$ cat config.mk
export PLATFORM = sky130hd
export DESIGN_NAME = cpt_conv_timing
export DESIGN_NICKNAME = d
export VERILOG_FILES = /design/src/shared/cpt_pkg.sv /design/src/rtl/cpt_conv_timing.sv /design/src/rtl/cpt_period_ctr.sv /design/src/rtl/cpt_trim_calc.sv
export SDC_FILE = /design/constraint.sdc
export NUM_CORES = 1
export LEC_CHECK = 0
export ABC_CLOCK_PERIOD_IN_PS = 11660
export BUFFER_PORTS_ARGS = -buffer_cell sky130_fd_sc_hd__clkbuf_2
export CAP_MARGIN = 20
export CORE_ASPECT_RATIO = 1.1
export CORE_MARGIN = 1.5
export CORE_UTILIZATION = 64
export CTS_CLUSTER_SIZE = 8
export DETAILED_ROUTE_END_ITERATION = 16
export PLACE_DENSITY = 0.91
export SYNTH_ARGS = -nofsm -noshare
export SYNTH_HDL_FRONTEND = slang
export SYNTH_SLANG_ARGS = --single-unit
$ cat constraint.sdc
create_clock -name clk_sys_i -period 11.66 [get_ports clk_sys_i]
set_clock_uncertainty 0.2 [all_clocks]
set_input_delay 3.498 -clock clk_sys_i [delete_from_list [all_inputs] [get_ports clk_sys_i]]
set_output_delay 3.498 -clock clk_sys_i [all_outputs]
set_load 0.01 [all_outputs]
$ cat src/shared/cpt_pkg.sv
// constants, types and helpers shared by the conversion period timing block
package cpt_pkg;

  // register map, word addresses on the plain register port
  localparam int unsigned     ADDR_W     = 3;
  localparam int unsigned     DATA_W     = 16;
  localparam logic [2:0]      OFS_DIV_A  = 3'h0;
  localparam logic [2:0]      OFS_TRIM   = 3'h1;
  localparam logic [2:0]      OFS_DIV_B  = 3'h2;
  localparam logic [2:0]      OFS_CTRL   = 3'h3;
  localparam logic [2:0]      OFS_ADJ    = 3'h4;
  localparam logic [2:0]      OFS_STATUS = 3'h5;

  // field positions: transmit field high, receive field low
  localparam int unsigned     TX_LSB     = 9;
  localparam int unsigned     RX_LSB     = 2;
  localparam int unsigned     CTL_SYNC   = 0;
  localparam int unsigned     ST_SHUT    = 0;
  localparam int unsigned     ST_DEAD    = 1;
  localparam int unsigned     ST_CLOSE   = 2;
  localparam int unsigned     ST_TXPEND  = 3;
  localparam int unsigned     ST_RXPEND  = 4;

  // reset values and divider limits
  localparam logic [4:0]      RST_DIV_A  = 5'h12;
  localparam logic [5:0]      RST_TRIM   = 6'h01;
  localparam logic [5:0]      RST_DIV_B  = 6'h12;
  localparam logic [5:0]      B_MIN      = 6'h0F;
  localparam logic [5:0]      B_FIX      = 6'h12;
  localparam logic [4:0]      A_MIN_WORD = 5'h04;
  localparam logic [4:0]      A_MIN_BYTE = 5'h05;
  localparam logic [4:0]      A_DEAD_MAX = 5'h01;
  localparam logic [7:0]      MOD64_ADD  = 8'h40;

  // timing: master clock reference and least frame sync spacing
  localparam int unsigned     CLK_HZ     = 40_000_000;
  localparam int unsigned     REF_MCLK_HZ = 10_368_000;
  localparam int unsigned     REF_CONV_HZ = 16_000;
  localparam int unsigned     MCLK_DIV   = 2;
  localparam int unsigned     MIN_FS_HZ  = 25_000;
  localparam int unsigned     MIN_FS_CYC = (CLK_HZ + MIN_FS_HZ - 1) / MIN_FS_HZ;
  localparam int unsigned     FS_CNT_W   = 11;

  // adjust command codes
  typedef enum logic [1:0] {
    CPT_ADJ_NONE = 2'b00,
    CPT_ADJ_ADD  = 2'b01,
    CPT_ADJ_SUB  = 2'b10,
    CPT_ADJ_RSVD = 2'b11
  } cpt_adj_t;

  typedef struct packed {
    logic [4:0] div_a;
    logic [5:0] trim;
    logic [5:0] div_b;
  } cpt_div_t;

  // a divider B below its floor is forced to the fixed value
  function automatic logic [5:0] cpt_fix_b(input logic [5:0] v);
    return (v < B_MIN) ? B_FIX : v;
  endfunction : cpt_fix_b

endpackage : cpt_pkg

$ cat src/rtl/cpt_conv_timing.sv
// conversion period timing: divider registers, checks and period counters
//
// Overview of operation
// - reset initialises dividers and control register
// - reset loads A, B 12h, trims 01h
// - reset dividers give 16 kHz at reference
// - synchronous mode takes all timing from transmit
// - divider B below 15 becomes 12h
// - transmit sum 0 or 1 loads plain A
// - receive sum 0 or 1 loads plain A
// - negative transmit sum loads sum plus 40h
// - negative receive sum loads sum plus 40h
// - divider A of 0 or 1 shuts down
// - divider A too small stops serial port
// - converter holds last value when port lost
// - adjust taken during frame sync, current period
// - trim applied near end of period
// - receive trim lands current or next period
// - each command trims one period only
// - code 01 adds trims, 10 subtracts
// - trims six bit, fields 14:9 and 7:2
//
// Implementation choices: the address-and-strobe port and the address map.
`timescale 1ns/100ps
`default_nettype none
module cpt_conv_timing #(
  parameter int unsigned MCLK_DIV   = cpt_pkg::MCLK_DIV,
  parameter int unsigned MIN_FS_CYC = cpt_pkg::MIN_FS_CYC
) (
  // clock and reset
  input  wire logic        clk_sys_i,
  input  wire logic        rst_n_i,
  // register port
  input  wire logic  [2:0] reg_addr_i,
  input  wire logic [15:0] reg_wdata_i,
  input  wire logic        reg_wr_i,
  input  wire logic        reg_rd_i,
  output logic      [15:0] reg_rdata_o,
  // serial side
  input  wire logic        word_mode_i,
  input  wire logic        transmit_frame_sync_i,
  input  wire logic        dac_load_i,
  input  wire logic [13:0] dac_word_i,
  // converter and timing outputs
  output logic      [13:0] dac_code_o,
  output logic             tx_conv_o,
  output logic             rx_conv_o,
  output logic             serial_enable_o,
  output logic             shutdown_o
);

  typedef struct packed {
    cpt_pkg::cpt_div_t tx;
    cpt_pkg::cpt_div_t rx;
    logic              sync;
    logic              adj_sub;
    cpt_pkg::cpt_adj_t adj_last;
    logic              shut;
    logic              dead;
    logic              close;
    logic              fs_prev;
    logic [10:0]       fs_cnt;
    logic [3:0]        pre;
    logic [13:0]       dac;
    logic [15:0]       rdata;
  } cpt_state_t;

  localparam cpt_pkg::cpt_div_t DIV_RST = '{
    div_a: cpt_pkg::RST_DIV_A,
    trim:  cpt_pkg::RST_TRIM,
    div_b: cpt_pkg::RST_DIV_B};

  // the spacing counter starts saturated so the first sync is never flagged
  localparam cpt_state_t ST_RST = '{
    tx:       DIV_RST,
    rx:       DIV_RST,
    sync:     1'b0,
    adj_sub:  1'b0,
    adj_last: cpt_pkg::CPT_ADJ_NONE,
    shut:     1'b0,
    dead:     1'b0,
    close:    1'b0,
    fs_prev:  1'b0,
    fs_cnt:   11'h7FF,
    pre:      4'h0,
    dac:      14'h0000,
    rdata:    16'h0000};

  cpt_state_t        s_q;
  cpt_state_t        s_d;
  logic              tick;
  logic              live;
  logic              wr_ok;
  logic              arm;
  logic              fs_rise;
  logic [4:0]        a_min;
  logic              clr_close;
  cpt_pkg::cpt_div_t rx_use;
  cpt_pkg::cpt_adj_t adj_cmd;
  logic [5:0]        tx_load;
  logic [5:0]        rx_load;
  logic              tx_pend;
  logic              rx_pend;

  // master clock enable from the system clock
  assign tick     = (s_q.pre == 4'(MCLK_DIV - 1)) && !s_q.shut;
  assign live     = !s_q.shut && !s_q.dead;
  assign wr_ok    = reg_wr_i && live;
  assign adj_cmd  = cpt_pkg::cpt_adj_t'(reg_wdata_i[1:0]);
  assign fs_rise  = transmit_frame_sync_i && !s_q.fs_prev;
  assign a_min    = word_mode_i ? cpt_pkg::A_MIN_WORD : cpt_pkg::A_MIN_BYTE;
  assign clr_close = wr_ok && (reg_addr_i == cpt_pkg::OFS_STATUS)
                     && reg_wdata_i[cpt_pkg::ST_CLOSE];

  assign rx_use = s_q.sync ? s_q.tx : s_q.rx;

  assign arm = wr_ok && (reg_addr_i == cpt_pkg::OFS_ADJ)
               && transmit_frame_sync_i
               && (adj_cmd == cpt_pkg::CPT_ADJ_ADD
                   || adj_cmd == cpt_pkg::CPT_ADJ_SUB);

  always_comb
  begin
    s_d         = s_q;
    s_d.fs_prev = transmit_frame_sync_i;
    s_d.pre     = (s_q.pre == 4'(MCLK_DIV - 1)) ? 4'h0 : s_q.pre + 4'h1;

    // register writes are dropped once the port is lost
    if (wr_ok)
    begin
      unique case (reg_addr_i)
        cpt_pkg::OFS_DIV_A:
        begin
          s_d.tx.div_a = reg_wdata_i[cpt_pkg::TX_LSB +: 5];
          s_d.rx.div_a = reg_wdata_i[cpt_pkg::RX_LSB +: 5];
        end
        cpt_pkg::OFS_TRIM:
        begin
          s_d.tx.trim = reg_wdata_i[cpt_pkg::TX_LSB +: 6];
          s_d.rx.trim = reg_wdata_i[cpt_pkg::RX_LSB +: 6];
        end
        cpt_pkg::OFS_DIV_B:
        begin
          s_d.tx.div_b = cpt_pkg::cpt_fix_b(reg_wdata_i[cpt_pkg::TX_LSB +: 6]);
          s_d.rx.div_b = cpt_pkg::cpt_fix_b(reg_wdata_i[cpt_pkg::RX_LSB +: 6]);
        end
        cpt_pkg::OFS_CTRL:
          s_d.sync = reg_wdata_i[cpt_pkg::CTL_SYNC];
        default:
        begin
        end
      endcase
    end

    if (arm)
    begin
      s_d.adj_sub  = (adj_cmd == cpt_pkg::CPT_ADJ_SUB);
      s_d.adj_last = adj_cmd;
    end

    if (s_q.tx.div_a <= cpt_pkg::A_DEAD_MAX
        || (!s_q.sync && s_q.rx.div_a <= cpt_pkg::A_DEAD_MAX))
      s_d.shut = 1'b1;

    if (s_q.tx.div_a < a_min
        || (!s_q.sync && s_q.rx.div_a < a_min))
      s_d.dead = 1'b1;

    // frame sync spacing watch; a new event beats a clear
    if (clr_close)
      s_d.close = 1'b0;
    if (fs_rise)
    begin
      s_d.fs_cnt = 11'h000;
      if (s_q.fs_cnt < 11'(MIN_FS_CYC))
        s_d.close = 1'b1;
    end
    else if (s_q.fs_cnt != 11'h7FF)
      s_d.fs_cnt = s_q.fs_cnt + 11'h001;

    if (dac_load_i && live)
      s_d.dac = dac_word_i;

    // read data stand in the cycle after the strobe only
    s_d.rdata = 16'h0000;
    if (reg_rd_i)
    begin
      unique case (reg_addr_i)
        cpt_pkg::OFS_DIV_A:
          s_d.rdata = {2'b00, s_q.tx.div_a, 2'b00, s_q.rx.div_a, 2'b00};
        cpt_pkg::OFS_TRIM:
          s_d.rdata = {1'b0, s_q.tx.trim, 1'b0, s_q.rx.trim, 2'b00};
        cpt_pkg::OFS_DIV_B:
          s_d.rdata = {1'b0, s_q.tx.div_b, 1'b0, s_q.rx.div_b, 2'b00};
        cpt_pkg::OFS_CTRL:
          s_d.rdata = {15'h0000, s_q.sync};
        cpt_pkg::OFS_ADJ:
          s_d.rdata = {14'h0000, s_q.adj_last};
        cpt_pkg::OFS_STATUS:
          s_d.rdata = {11'h000, rx_pend, tx_pend,
                       s_q.close, s_q.dead, s_q.shut};
        default:
          s_d.rdata = 16'h0000;
      endcase
    end
  end

  always_ff @(posedge clk_sys_i or negedge rst_n_i)
  begin
    if (!rst_n_i)
      s_q <= ST_RST;
    else
      s_q <= s_d;
  end

  cpt_trim_calc u_tx_calc (
    .div_a_i (s_q.tx.div_a),
    .trim_i  (s_q.tx.trim),
    .sub_i   (s_q.adj_sub),
    .load_o  (tx_load)
  );

  cpt_trim_calc u_rx_calc (
    .div_a_i (rx_use.div_a),
    .trim_i  (rx_use.trim),
    .sub_i   (s_q.adj_sub),
    .load_o  (rx_load)
  );

  cpt_period_ctr u_tx_ctr (
    .clk_sys_i (clk_sys_i),
    .rst_n_i   (rst_n_i),
    .tick_i    (tick),
    .arm_i     (arm),
    .div_b_i   (s_q.tx.div_b),
    .a_plain_i ({1'b0, s_q.tx.div_a}),
    .a_trim_i  (tx_load),
    .pend_o    (tx_pend),
    .conv_o    (tx_conv_o)
  );

  cpt_period_ctr u_rx_ctr (
    .clk_sys_i (clk_sys_i),
    .rst_n_i   (rst_n_i),
    .tick_i    (tick),
    .arm_i     (arm),
    .div_b_i   (rx_use.div_b),
    .a_plain_i ({1'b0, rx_use.div_a}),
    .a_trim_i  (rx_load),
    .pend_o    (rx_pend),
    .conv_o    (rx_conv_o)
  );

  assign reg_rdata_o     = s_q.rdata;
  assign dac_code_o      = s_q.dac;
  assign serial_enable_o = live;
  assign shutdown_o      = s_q.shut;

endmodule : cpt_conv_timing
`default_nettype wire

$ cat src/rtl/cpt_period_ctr.sv
// two-stage period counter with a one-shot trimmed sub-period
`timescale 1ns/100ps
`default_nettype none
module cpt_period_ctr (
  // clock and reset
  input  wire logic       clk_sys_i,
  input  wire logic       rst_n_i,
  // control
  input  wire logic       tick_i,
  input  wire logic       arm_i,
  input  wire logic [5:0] div_b_i,
  input  wire logic [5:0] a_plain_i,
  input  wire logic [5:0] a_trim_i,
  // status
  output logic            pend_o,
  output logic            conv_o
);

  typedef struct packed {
    logic [5:0] a_cnt;
    logic [5:0] b_cnt;
    logic       pend;
    logic       conv;
  } cpt_ctr_st_t;

  localparam cpt_ctr_st_t ST_RST = '{
    a_cnt: 6'h12, b_cnt: 6'h12, pend: 1'b0, conv: 1'b0};

  cpt_ctr_st_t s_q;
  cpt_ctr_st_t s_d;
  logic [5:0]  nb;

  always_comb
  begin
    s_d      = s_q;
    s_d.conv = 1'b0;
    nb       = (s_q.b_cnt <= 6'h01) ? div_b_i : s_q.b_cnt - 6'h01;
    if (tick_i)
    begin
      if (s_q.a_cnt <= 6'h01)
      begin
        s_d.b_cnt = nb;
        s_d.conv  = (s_q.b_cnt <= 6'h01);
        if (nb == 6'h01 && s_q.pend)
        begin
          s_d.a_cnt = a_trim_i;
          s_d.pend  = 1'b0;
        end
        else
          s_d.a_cnt = a_plain_i;
      end
      else
        s_d.a_cnt = s_q.a_cnt - 6'h01;
    end
    if (arm_i)
      s_d.pend = 1'b1;
  end

  always_ff @(posedge clk_sys_i or negedge rst_n_i)
  begin
    if (!rst_n_i)
      s_q <= ST_RST;
    else
      s_q <= s_d;
  end

  assign pend_o = s_q.pend;
  assign conv_o = s_q.conv;

endmodule : cpt_period_ctr
`default_nettype wire

$ cat src/rtl/cpt_trim_calc.sv
// counter load value from divider A and signed trim
`timescale 1ns/100ps
`default_nettype none
module cpt_trim_calc (
  // operands
  input  wire logic [4:0] div_a_i,
  input  wire logic [5:0] trim_i,
  input  wire logic       sub_i,
  // result
  output logic      [5:0] load_o
);

  logic [7:0] sum;

  always_comb
  begin
    if (sub_i)
      sum = {3'h0, div_a_i} - {{2{trim_i[5]}}, trim_i};
    else
      sum = {3'h0, div_a_i} + {{2{trim_i[5]}}, trim_i};
    if (sum == 8'h00 || sum == 8'h01)
      load_o = {1'b0, div_a_i};
    else if (sum[7])
      load_o = 6'(sum + cpt_pkg::MOD64_ADD);
    else
      load_o = sum[5:0];
  end

endmodule : cpt_trim_calc
`default_nettype wire

# Yosys cells after proc, flatten, opt, wreduce, memory -nomap -nowiden
# Index checks and enable logic that the tools add are counted.
dict set report word_totals {
  ff_bits 115
  latch_bits 0
  mem_bits_rw 0
  romBits 0
  input_bits 40
  out_inout_bits 34
  elab_cells 133
  mem_count 0
}
dict set report op_classes {
  addsub 12
  mul 0
  div 0
  magnitude_cmp 11
  n_eq_ne 13
  shifts 0
  mux 32
  bitwise_logic 0
  n_reduce_logical 40
}
# operator count
set op_table {}
lappend op_table {{$pmux 15 s6} 1}
lappend op_table {{$mux 6} 12}
lappend op_table {{$le 6x1->1 const B} 4}
lappend op_table {{$sub 6x1->6 const B} 4}
lappend op_table {{$mux 11} 2}
lappend op_table {{$mux 17} 1}
lappend op_table {{$eq 8x1->1 const B} 2}
lappend op_table {{$logic_not 8->1} 2}
lappend op_table {{$mux 8} 2}
lappend op_table {{$mux 15} 1}
lappend op_table {{$add 6x6->7} 2}
lappend op_table {{$logic_and 1x1->1} 14}
lappend op_table {{$sub 6x6->7} 2}
lappend op_table {{$add 6x1->6 const B} 2}
lappend op_table {{$eq 6x1->1 const B} 2}
lappend op_table {{$lt 6x4->1 const B} 2}
lappend op_table {{$reduce_and 2->1} 6}
lappend op_table {{$reduce_bool 2->1} 6}
lappend op_table {{$add 11x1->11 const B} 1}
lappend op_table {{$lt 11x11->1 const B} 1}
lappend op_table {{$ne 11x11->1 const B} 1}
lappend op_table {{$le 5x1->1 const B} 2}
lappend op_table {{$lt 5x3->1} 2}
lappend op_table {{$mux 1} 8}
lappend op_table {{other kinds (13)} 26}

# Logic depth before layout (Yosys ltp)
# Gate-level depths: netlist (run 1).
dict set report depth {
  ltp_word 8
  mapped_depth 16
  ltp_nobuf 13
}

# Cells and area by module
# A second synthesis (run 1) with hierarchy kept.
dict set report hier_totals {
  cells_unflattened 691
  area_unflattened_um2 7141.8
}
# mod instances cells_per_inst area_each_um2 seq_area_each_um2
set modules_own_cells {}
lappend modules_own_cells {cpt_conv_timing 1 363 4321.6 2153.3}
lappend modules_own_cells {cpt_period_ctr 2 107 991.0 355.3}
lappend modules_own_cells {cpt_trim_calc 2 57 419.2 0.0}

# Worst setup path after synthesis (run 1)
# No wires, ideal clock.
dict set report synth_timing {
  kind {input to register}
  startpoint {input port reg_addr_i[1]}
  endpoint {register s_q[61] (netlist bit)}
  setup_time_ns 0.125
  arrival_ns 4.800
  required_ns 11.335
  path_slack_ns 6.535
  path_stages 5
  n_path_buf 2
  path_cell_list {clkbuf_1 nor2b_1 nand2_1 buf_1 mux2_2}
}
dict set report synth_between {
  elab_chain_cells 2
}
# element line
set synth_lines {}
lappend synth_lines {{start: declaration} cpt_conv_timing.sv:34} ;# input wire logic [2:0] reg_addr_i,
lappend synth_lines {{$eq 3x1->1} cpt_conv_timing.sv:131} ;# unique case (reg_addr_i)
lappend synth_lines {{$reduce_and 2->1 (no line)} --}
lappend synth_lines {{end signal: assignment} cpt_conv_timing.sv:211} ;# s_q <= ST_RST;
lappend synth_lines {{end signal: assignment} cpt_conv_timing.sv:213} ;# s_q <= s_d;
lappend synth_lines {{end: declaration} cpt_conv_timing.sv:89} ;# cpt_state_t s_q;
# No other way between the ends.
# A chain may end at the register's enable or synchronous reset.

# Worst setup path in the final report (run 1)
dict set report layout_timing {
  startpoint {input port reg_addr_i[0]}
  endpoint {register s_q[78] (netlist bit)}
}
# The elaborated chain is that of the path after synthesis.

==> results of run 1 <==
==> cell families after synthesis <==
| group | after synthesis |
|---|---|
| buffers and inverters | 78 |
| AND/OR/NAND/NOR | 225 |
| flip-flops | 113 |
| XOR/XNOR | 32 |
| AO/OA/AOI/OAI | 136 |
| other | 1 |
| multiplexers | 73 |
| adder cells (fa/ha/maj) | 24 |
==> state kept, by name, indices dropped and copies added (netlist names) <==
name,count
u_rx_ctr.conv_o,1
u_tx_ctr.conv_o,1
u_rx_ctr.s_q,12
shutdown_o,1
u_tx_ctr.s_q,12
s_q,56
reg_rdata_o,14
u_rx_ctr.pend_o,1
u_tx_ctr.pend_o,1
dac_code_o,14
==> metal layers <==
metal  GRT usage  wire length (µm)
met4       0.183              1020
met1       0.400              6280
met2       0.559              8730
met3      0.0757              1560
met5           0                 0
==> per-stage QoR <==
| stage | util | worst slack, ns | hold slack, ns | cell area [µm²] |
|---|---|---|---|---|
| 2_1_floorplan | - | 6.53 | 0.246 | 6650 |
| 3_3_place_gp | 0.683 | 5.85 | 0.260 | 6820 |
| 3_5_place_dp | 0.683 | 5.76 | 0.289 | 6820 |
| 4_1_cts | 0.740 | 6.07 | 0.298 | 7390 |
| 5_1_grt | 0.740 | 5.86 | 0.306 | 7390 |
| 6_report | 0.740 | 5.95 | 0.300 | 7390 |
==> power groups by stage <==
stage | logic [mW] | registers, mW | clock network [mW]
2_1_floorplan | 0.0199 | 0.413 | 0
3_3_place_gp | 0.0367 | 0.414 | 0
3_5_place_dp | 0.0394 | 0.414 | 0
4_1_cts | 0.0402 | 0.408 | 0.509
5_1_grt | 0.0459 | 0.409 | 0.526
6_report | 0.0403 | 0.408 | 0.511
==> worst paths after layout <==
| path | endpoint | slack [ns] | cells after the start |
|---|---|---|---|
| worst max register to register | u_rx_ctr.s_q[8]$_DFFE_PN0P_ | 7.38 | 13 |
| worst min-delay path | s_q[33]$_DFF_PN0_ | 0.30 | 1 |
| min in group asynchronous | s_q[32]$_DFF_PN0_ | 2.73 | 1 |
| worst max-delay path | s_q[78]$_DFFE_PN0P_ | 5.95 | 4 |
| max in group asynchronous | dac_code_o[4]$_DFFE_PN0P_ | 7.21 | 2 |
| worst min register to register | s_q[33]$_DFF_PN0_ | 0.30 | 1 |
==> worst reg2reg max path, stage by stage, from the launching register on <==
cell	delay [ns]
dfrtp_1	0.32
buf_4	0.33
mux2i_1	0.32
ha_1	0.28
a21oi_1	0.29
ha_1	0.29
nor2b_1	0.15
or3_1	0.36
or3_1	0.32
a311o_1	0.35
nor4bb_1	0.37
nor3b_2	0.11
mux2i_1	0.15
a221o_1	0.33
==> cells in the final DEF, fill, tap and decap left out, types with 3 or more instances in the layout <==
| cell type | count |
|---|---|
| ha_1 | 22 |
| dfstp_2 | 29 |
| mux2i_1 | 28 |
| mux2_2 | 45 |
| nand2b_1 | 5 |
| nor3_1 | 14 |
| nand4_1 | 5 |
| clkbuf_2 | 68 |
| buf_4 | 3 |
| a221o_1 | 4 |
| o22ai_1 | 3 |
| nand2_1 | 65 |
| a221oi_1 | 4 |
| a21o_1 | 5 |
| or4_1 | 3 |
| a21oi_1 | 44 |
| o21ai_0 | 34 |
| nor2b_1 | 9 |
| clkinv_4 | 5 |
| nor2_1 | 69 |
| inv_1 | 22 |
| a22oi_1 | 5 |
| or2_2 | 4 |
| and3_1 | 5 |
| and2_1 | 5 |
| clkbuf_16 | 16 |
| a211o_1 | 4 |
| xor2_1 | 15 |
| nand3_1 | 14 |
| o31ai_1 | 4 |
| a22o_1 | 4 |
| nand3b_1 | 3 |
| dfrtp_1 | 84 |
| a31oi_1 | 3 |
| or3_1 | 11 |
| xnor2_1 | 17 |
| clkinv_2 | 4 |
| a311oi_1 | 3 |
| nor4_1 | 5 |
==> area by class of cell <==
cell class	count	area [µm²]
sequential	113	2860
inverter	22	82.6
fill	583	2590
clock inverter	15	160
tap	120	150
multi-input combinational	492	3360
timing repair buffer	71	363
clock buffer	17	414
==> results_dict.tcl, run 1 <==
set metrics [dict create \
    status "completed" \
    ys_ff_latch 113 \
    rows 38 \
    antenna_found_initial 0 \
    crit_path_cell_trace "clkbuf_2, nor2b_1, nand2_1, mux2_2" \
    clkPwrFrac 0.533 \
    grt_pass1_wl_um 28200 \
    hold_path_startpoint "s_q[33]$_DFF_PN0_" \
    switchingPower_mw 0.236 \
    max_freq_mhz 175 \
    grt_max_degree 75 \
    hp-class "reg2reg" \
    track_usage 0.333 \
    dieArea_mm2 0.0110 \
    worst-path-buf-inv 1 \
    fin_nets 781 \
    die-height_um 110 \
    htree_levels 4 \
    clk_pin_slew_ns 0.06 \
    cp_slowest_cell "nor2b_1" \
    finalCriticalPeriod_ns 5.71 \
    hpwl_um 11400 \
    critPathLaunch "reg_addr_i[0]" \
    crit_type "in2reg" \
    grt_overflow 0 \
    p_int_mw 0.722 \
    start_util 0.665 \
    max_cap_violations 0 \
    switching_share 0.247 \
    synth_fa_ha_area_frac 0.0475 \
    end_kind "flop" \
    max_stage_delay_ns 0.89 \
    clockRootBuffer "clkbuf_8" \
    detailedRoute.firstIterationViolations 719 \
    relSlewSlack 0.294 \
    ir_worst_vdd_mv 0.106 \
    clkSinkCount 113 \
    syn_area_per_cell_um2 9.74 \
    cts_hold_buf 0 \
    core_area_mm2 0.00998 \
    ys.flop_type "dfrtp_1" \
    cts_setup_buffers 0 \
    drive_above_1_share 0.255 \
    combPwrFrac 0.042 \
    synthTopCellsByCount "84 x dfrtp_1, 69 x nor2_1, 65 x nand2_1" \
    start_kind "input pin" \
    p_leak_nw 3.47 \
    yosysTopAreaCell "dfrtp_1" \
    yosys_warnings 0 \
    synth_edf_count 0 \
    finalHoldViolCount 0 \
    fin_cells 850 \
    synth.most_common_cell "dfrtp_1" \
    power_mw 0.959 \
    cp_top_family "simple AND/OR/NAND/NOR gates" \
    yosys.area_share.simple 0.163 \
    drv_slew 0 \
    portBuffers 69 \
    power_frac_seq 0.425 \
    placedCellCount 818 \
    num_antenna_cells 0 \
    pin_count 74 \
    synth-compound-area-share 0.134 \
    drcViolationCount 0 \
    vias 5652 \
    worst-path-max-fanout 18 \
    dr.pass1.iters 6 \
    syn_to_final_growth_pct 11.2 \
    yosys-mux-area-fraction 0.118 \
    netlist_instances 682 \
    die_x_um 100 \
    synth_area_leaders "dfrtp_1 32%, dfstp_2 11%, mux2_2 7.6%, mux2i_1 4.2%, ha_1 4.1%" \
    ys_types 63 \
    worst_pin_slew_ns 1.06 \
    cp.arrival_ns 5.92 \
    synthArstFlopShare 1.00 \
    gp_congestion 0.916 \
    synth_area_mm2 0.00664 \
    grt_setup_unrepaired "no" \
    wirelength_um 17600 \
    cts_tree "yes" \
    required_ns 11.87 \
    cts_buffer_depth 2 \
    synth_top_family_by_area "simple AND/OR/NAND/NOR gates" \
    numCtsBuffers 17 \
    reg2reg_from "s_q[52]$_DFFE_PN0P_" \
    synth_top_cell_area_share 0.316 \
    clock_latency_ns 0.53 \
    setup_viol 0 \
    setup-tns-final_ns 0 \
    synthXorXnorAreaFrac 0.0422 \
    via_per_inst 6.65 \
    wire_per_inst_um 20.7 \
    grt_pass1_vias 5717 \
    p_per_area_mw_per_mm2 130 \
    period_share 0.490 \
    ant_nets 0 \
    synth-seq-area-share 0.431 \
    cts_resized 0 \
]
(Power assumes the default switching activity.)
==> inputs of run 2 (changes only) <==
- ABC_AREA: not set -> 1
- ABC_CLOCK_PERIOD_IN_PS: 11660 -> 5500
- CORE_UTILIZATION: 64 -> 59
- PLACE_DENSITY: 0.91 -> 0.85
- clock period: 11.66 -> 5.5 ns (I/O delays scaled with it)
==> run 2 against run 1 <==
  * Final cell count up 23%
  * Worst hold slack worse by 0.018 ns
  * Sequential power up 120%
  * Synthesized cell count up 22%
  * Clock power up 110%
==> results_dict.tcl, run 2 <==
set metrics [dict create \
    status "completed" \
    gr-usage-met3 0.0663 \
    cts_setup_buffers 0 \
    use_met2 0.441 \
    clkSinkCount 113 \
    netlist_instances 834 \
    core_area_mm2 0.0111 \
    via_per_inst 5.56 \
    synth_top_family_by_area "simple AND/OR/NAND/NOR gates" \
    antenna_found_initial 0 \
    finalHoldViolCount 0 \
    gr-max-usage-layer "met2" \
    worst-path-buf-inv 1 \
    yosys-mux-area-fraction 0.0283 \
    htree_levels 4 \
    synth-compound-area-share 0.128 \
    yosys.area_share.simple 0.233 \
    pin_count 74 \
    rows 40 \
    dieArea_mm2 0.0121 \
    max_stage_delay_ns 0.47 \
    wirelength_um 15400 \
    hpwl_um 11300 \
    ys.flop_type "dfrtp_1" \
    layout_commonest_cell "nand2_1" \
    vias 5801 \
    synth-seq-area-share 0.423 \
    fin_nets 947 \
    p_int_mw 1.63 \
    syn_to_final_growth_pct 12.7 \
    worst_pin_slew_ns 0.703 \
    p_per_area_mw_per_mm2 284 \
    ant_nets 0 \
    combPwrFrac 0.093 \
    detailedRoute.firstIterationViolations 451 \
    largest_register_ffs 56 \
    track_usage 0.270 \
    period_share 0.605 \
    max_cap_violations 0 \
    wire_per_inst_um 14.8 \
    cts_resized 0 \
    switchingPower_mw 0.536 \
    clkPwrFrac 0.499 \
    grt_overflow 0 \
    dr.pass1.iters 6 \
    fin_area_mm2 0.00763 \
    portBuffers 69 \
    ir_worst_vdd_mv 0.195 \
    final.fill_count 875 \
    yosys_warnings 0 \
    synthTopCellsByCount "194 x nand2_1, 102 x inv_1, 84 x dfrtp_1" \
    clockRootBuffer "clkbuf_16" \
    end_kind "output pin" \
    switching_share 0.247 \
    p_leak_nw 3.82 \
    grt_max_degree 44 \
    cts_tree "yes" \
    cp_top_family "flip-flops" \
    hp-class "reg2reg" \
    num_antenna_cells 0 \
    die_x_um 105 \
    start_util 0.612 \
    ys_types 52 \
    regMostFlops "s_q" \
    clk_pin_slew_ns 0.05 \
    final_cell_mix "194 x nand2_1, 102 x inv_1, 84 x dfrtp_1, 68 x clkbuf_2, 66 x o21ai_0" \
    required_ns 3.65 \
    synth_area_leaders "dfrtp_1 31%, dfstp_2 11%, nand2_1 11%, inv_1 5.7%, o21ai_0 4.9%" \
    cp.arrival_ns 1.48 \
    grt_pass1_vias 5383 \
    cp_slowest_cell "dfrtp_1" \
    use_met1 0.340 \
    finalCriticalPeriod_ns 3.33 \
    synth_top_cell_area_share 0.311 \
    cts_buffer_depth 2 \
    cts_hold_buf 0 \
    synth_area_mm2 0.00677 \
    grt_setup_unrepaired "no" \
    ys_ff_latch 113 \
    synth_edf_count 0 \
    drcViolationCount 0 \
    numCtsBuffers 17 \
    crit_path_cell_trace "nor2_1, clkbuf_2" \
    power_frac_seq 0.408 \
    worst-path-max-fanout 4 \
    drive_above_1_share 0.215 \
    clock_latency_ns 0.42 \
    synthArstFlopShare 1.00 \
    synthXorXnorAreaFrac 0.0349 \
    synth.most_common_cell "nand2_1" \
    yosysTopAreaCell "dfrtp_1" \
    gp_congestion 0.940 \
    start_kind "flop" \
    dpl_cell_area_mm2 0.00704 \
    syn_area_per_cell_um2 8.11 \
    die-height_um 115 \
    crit_type "reg2out" \
    synth_fa_ha_area_frac 0.0466 \
    setup-tns-final_ns 0 \
    relSlewSlack 0.530 \
    drv_slew 0 \
    setup_viol 0 \
    max_freq_mhz 301 \
    grt_pass1_wl_um 25400 \
]
## run 2: cell count changes in the layout (fill, tap and decap cells not counted), moves of 27 or more
cell	previous run	this run
inv_1	22	102
nand3_1	14	41
mux2_2	45	17
nand2_1	65	194
mux2i_1	28	0
o21ai_0	34	66
## run 2: power by group through the flow
stage	clock [mW]	sequential, mW	combinational, mW
floorplan	0	0.891	0.144
global placement	0	0.894	0.195
detailed placement	0	0.896	0.199
CTS	1.09	0.883	0.201
global route	1.13	0.886	0.229
finish	1.08	0.883	0.202
## run 2: layer usage
| metal | part of all wire | routed length [µm] |
|---|---|---|
| met1 | 0.42 | 6460 |
| met2 | 0.47 | 7320 |
| met3 | 0.071 | 1090 |
| met4 | 0.036 | 547 |
| met5 | 0 | 0 |
## run 2: worst paths after layout
kind / start / to / slack, ns / cells after the start
worst max-delay path: shutdown_o$_DFFE_PN0P_ / serial_enable_o / 2.17 / 2
worst min register to register: u_tx_ctr.s_q[9]$_DFFE_PN1P_ / u_tx_ctr.s_q[9]$_DFFE_PN1P_ / 0.28 / 2
worst min-delay path: u_tx_ctr.s_q[9]$_DFFE_PN1P_ / u_tx_ctr.s_q[9]$_DFFE_PN1P_ / 0.28 / 2
max in group asynchronous: rst_n_i / s_q[83]$_DFFE_PN1P_ / 3.14 / 2
worst max register to register: s_q[52]$_DFFE_PN0P_ / u_rx_ctr.s_q[10]$_DFFE_PN0P_ / 2.31 / 18
min in group asynchronous: rst_n_i / s_q[32]$_DFF_PN0_ / 1.01 / 1
## run 2: cell type report
| cell class | count | area, µm² | share of cell area |
|---|---|---|---|
| Multi-Input combinational cell | 570 | 3200 | 0.420 |
| Sequential cell | 113 | 2860 | 0.375 |
| Clock buffer | 20 | 457 | 0.0599 |
| Inverter | 107 | 404 | 0.0530 |
| Timing Repair Buffer | 74 | 385 | 0.0505 |
| Tap cell | 147 | 184 | 0.0241 |
| Clock inverter | 12 | 134 | 0.0175 |
## run 2: tightest hold or removal path: stages, from the launching register on
cell and delay (ns):
dfstp_2 0.38, nand2_1 0.06, nand2_1 0.05
## run 2: cells by family after synthesis
group / Yosys count
flops: 113
fa+ha+maj: 24
compound gates: 150
other cells: 1
simple gates: 350
xor+xnor: 27
buf+inv: 152
mux: 17
## run 2: through the flow
stage          std cells  hold slack (ns)   util  setup WS (ns)  power, mW
2_1_floorplan        835            0.247      -           2.58       1.04
3_3_place_gp        1011            0.265  0.636           2.03       1.09
3_5_place_dp        1011            0.269  0.636           1.98       1.09
4_1_cts             1043            0.279  0.690           2.19       2.18
5_1_grt             1043            0.292  0.690           2.09       2.25
6_report            1043            0.282  0.690           2.17       2.17
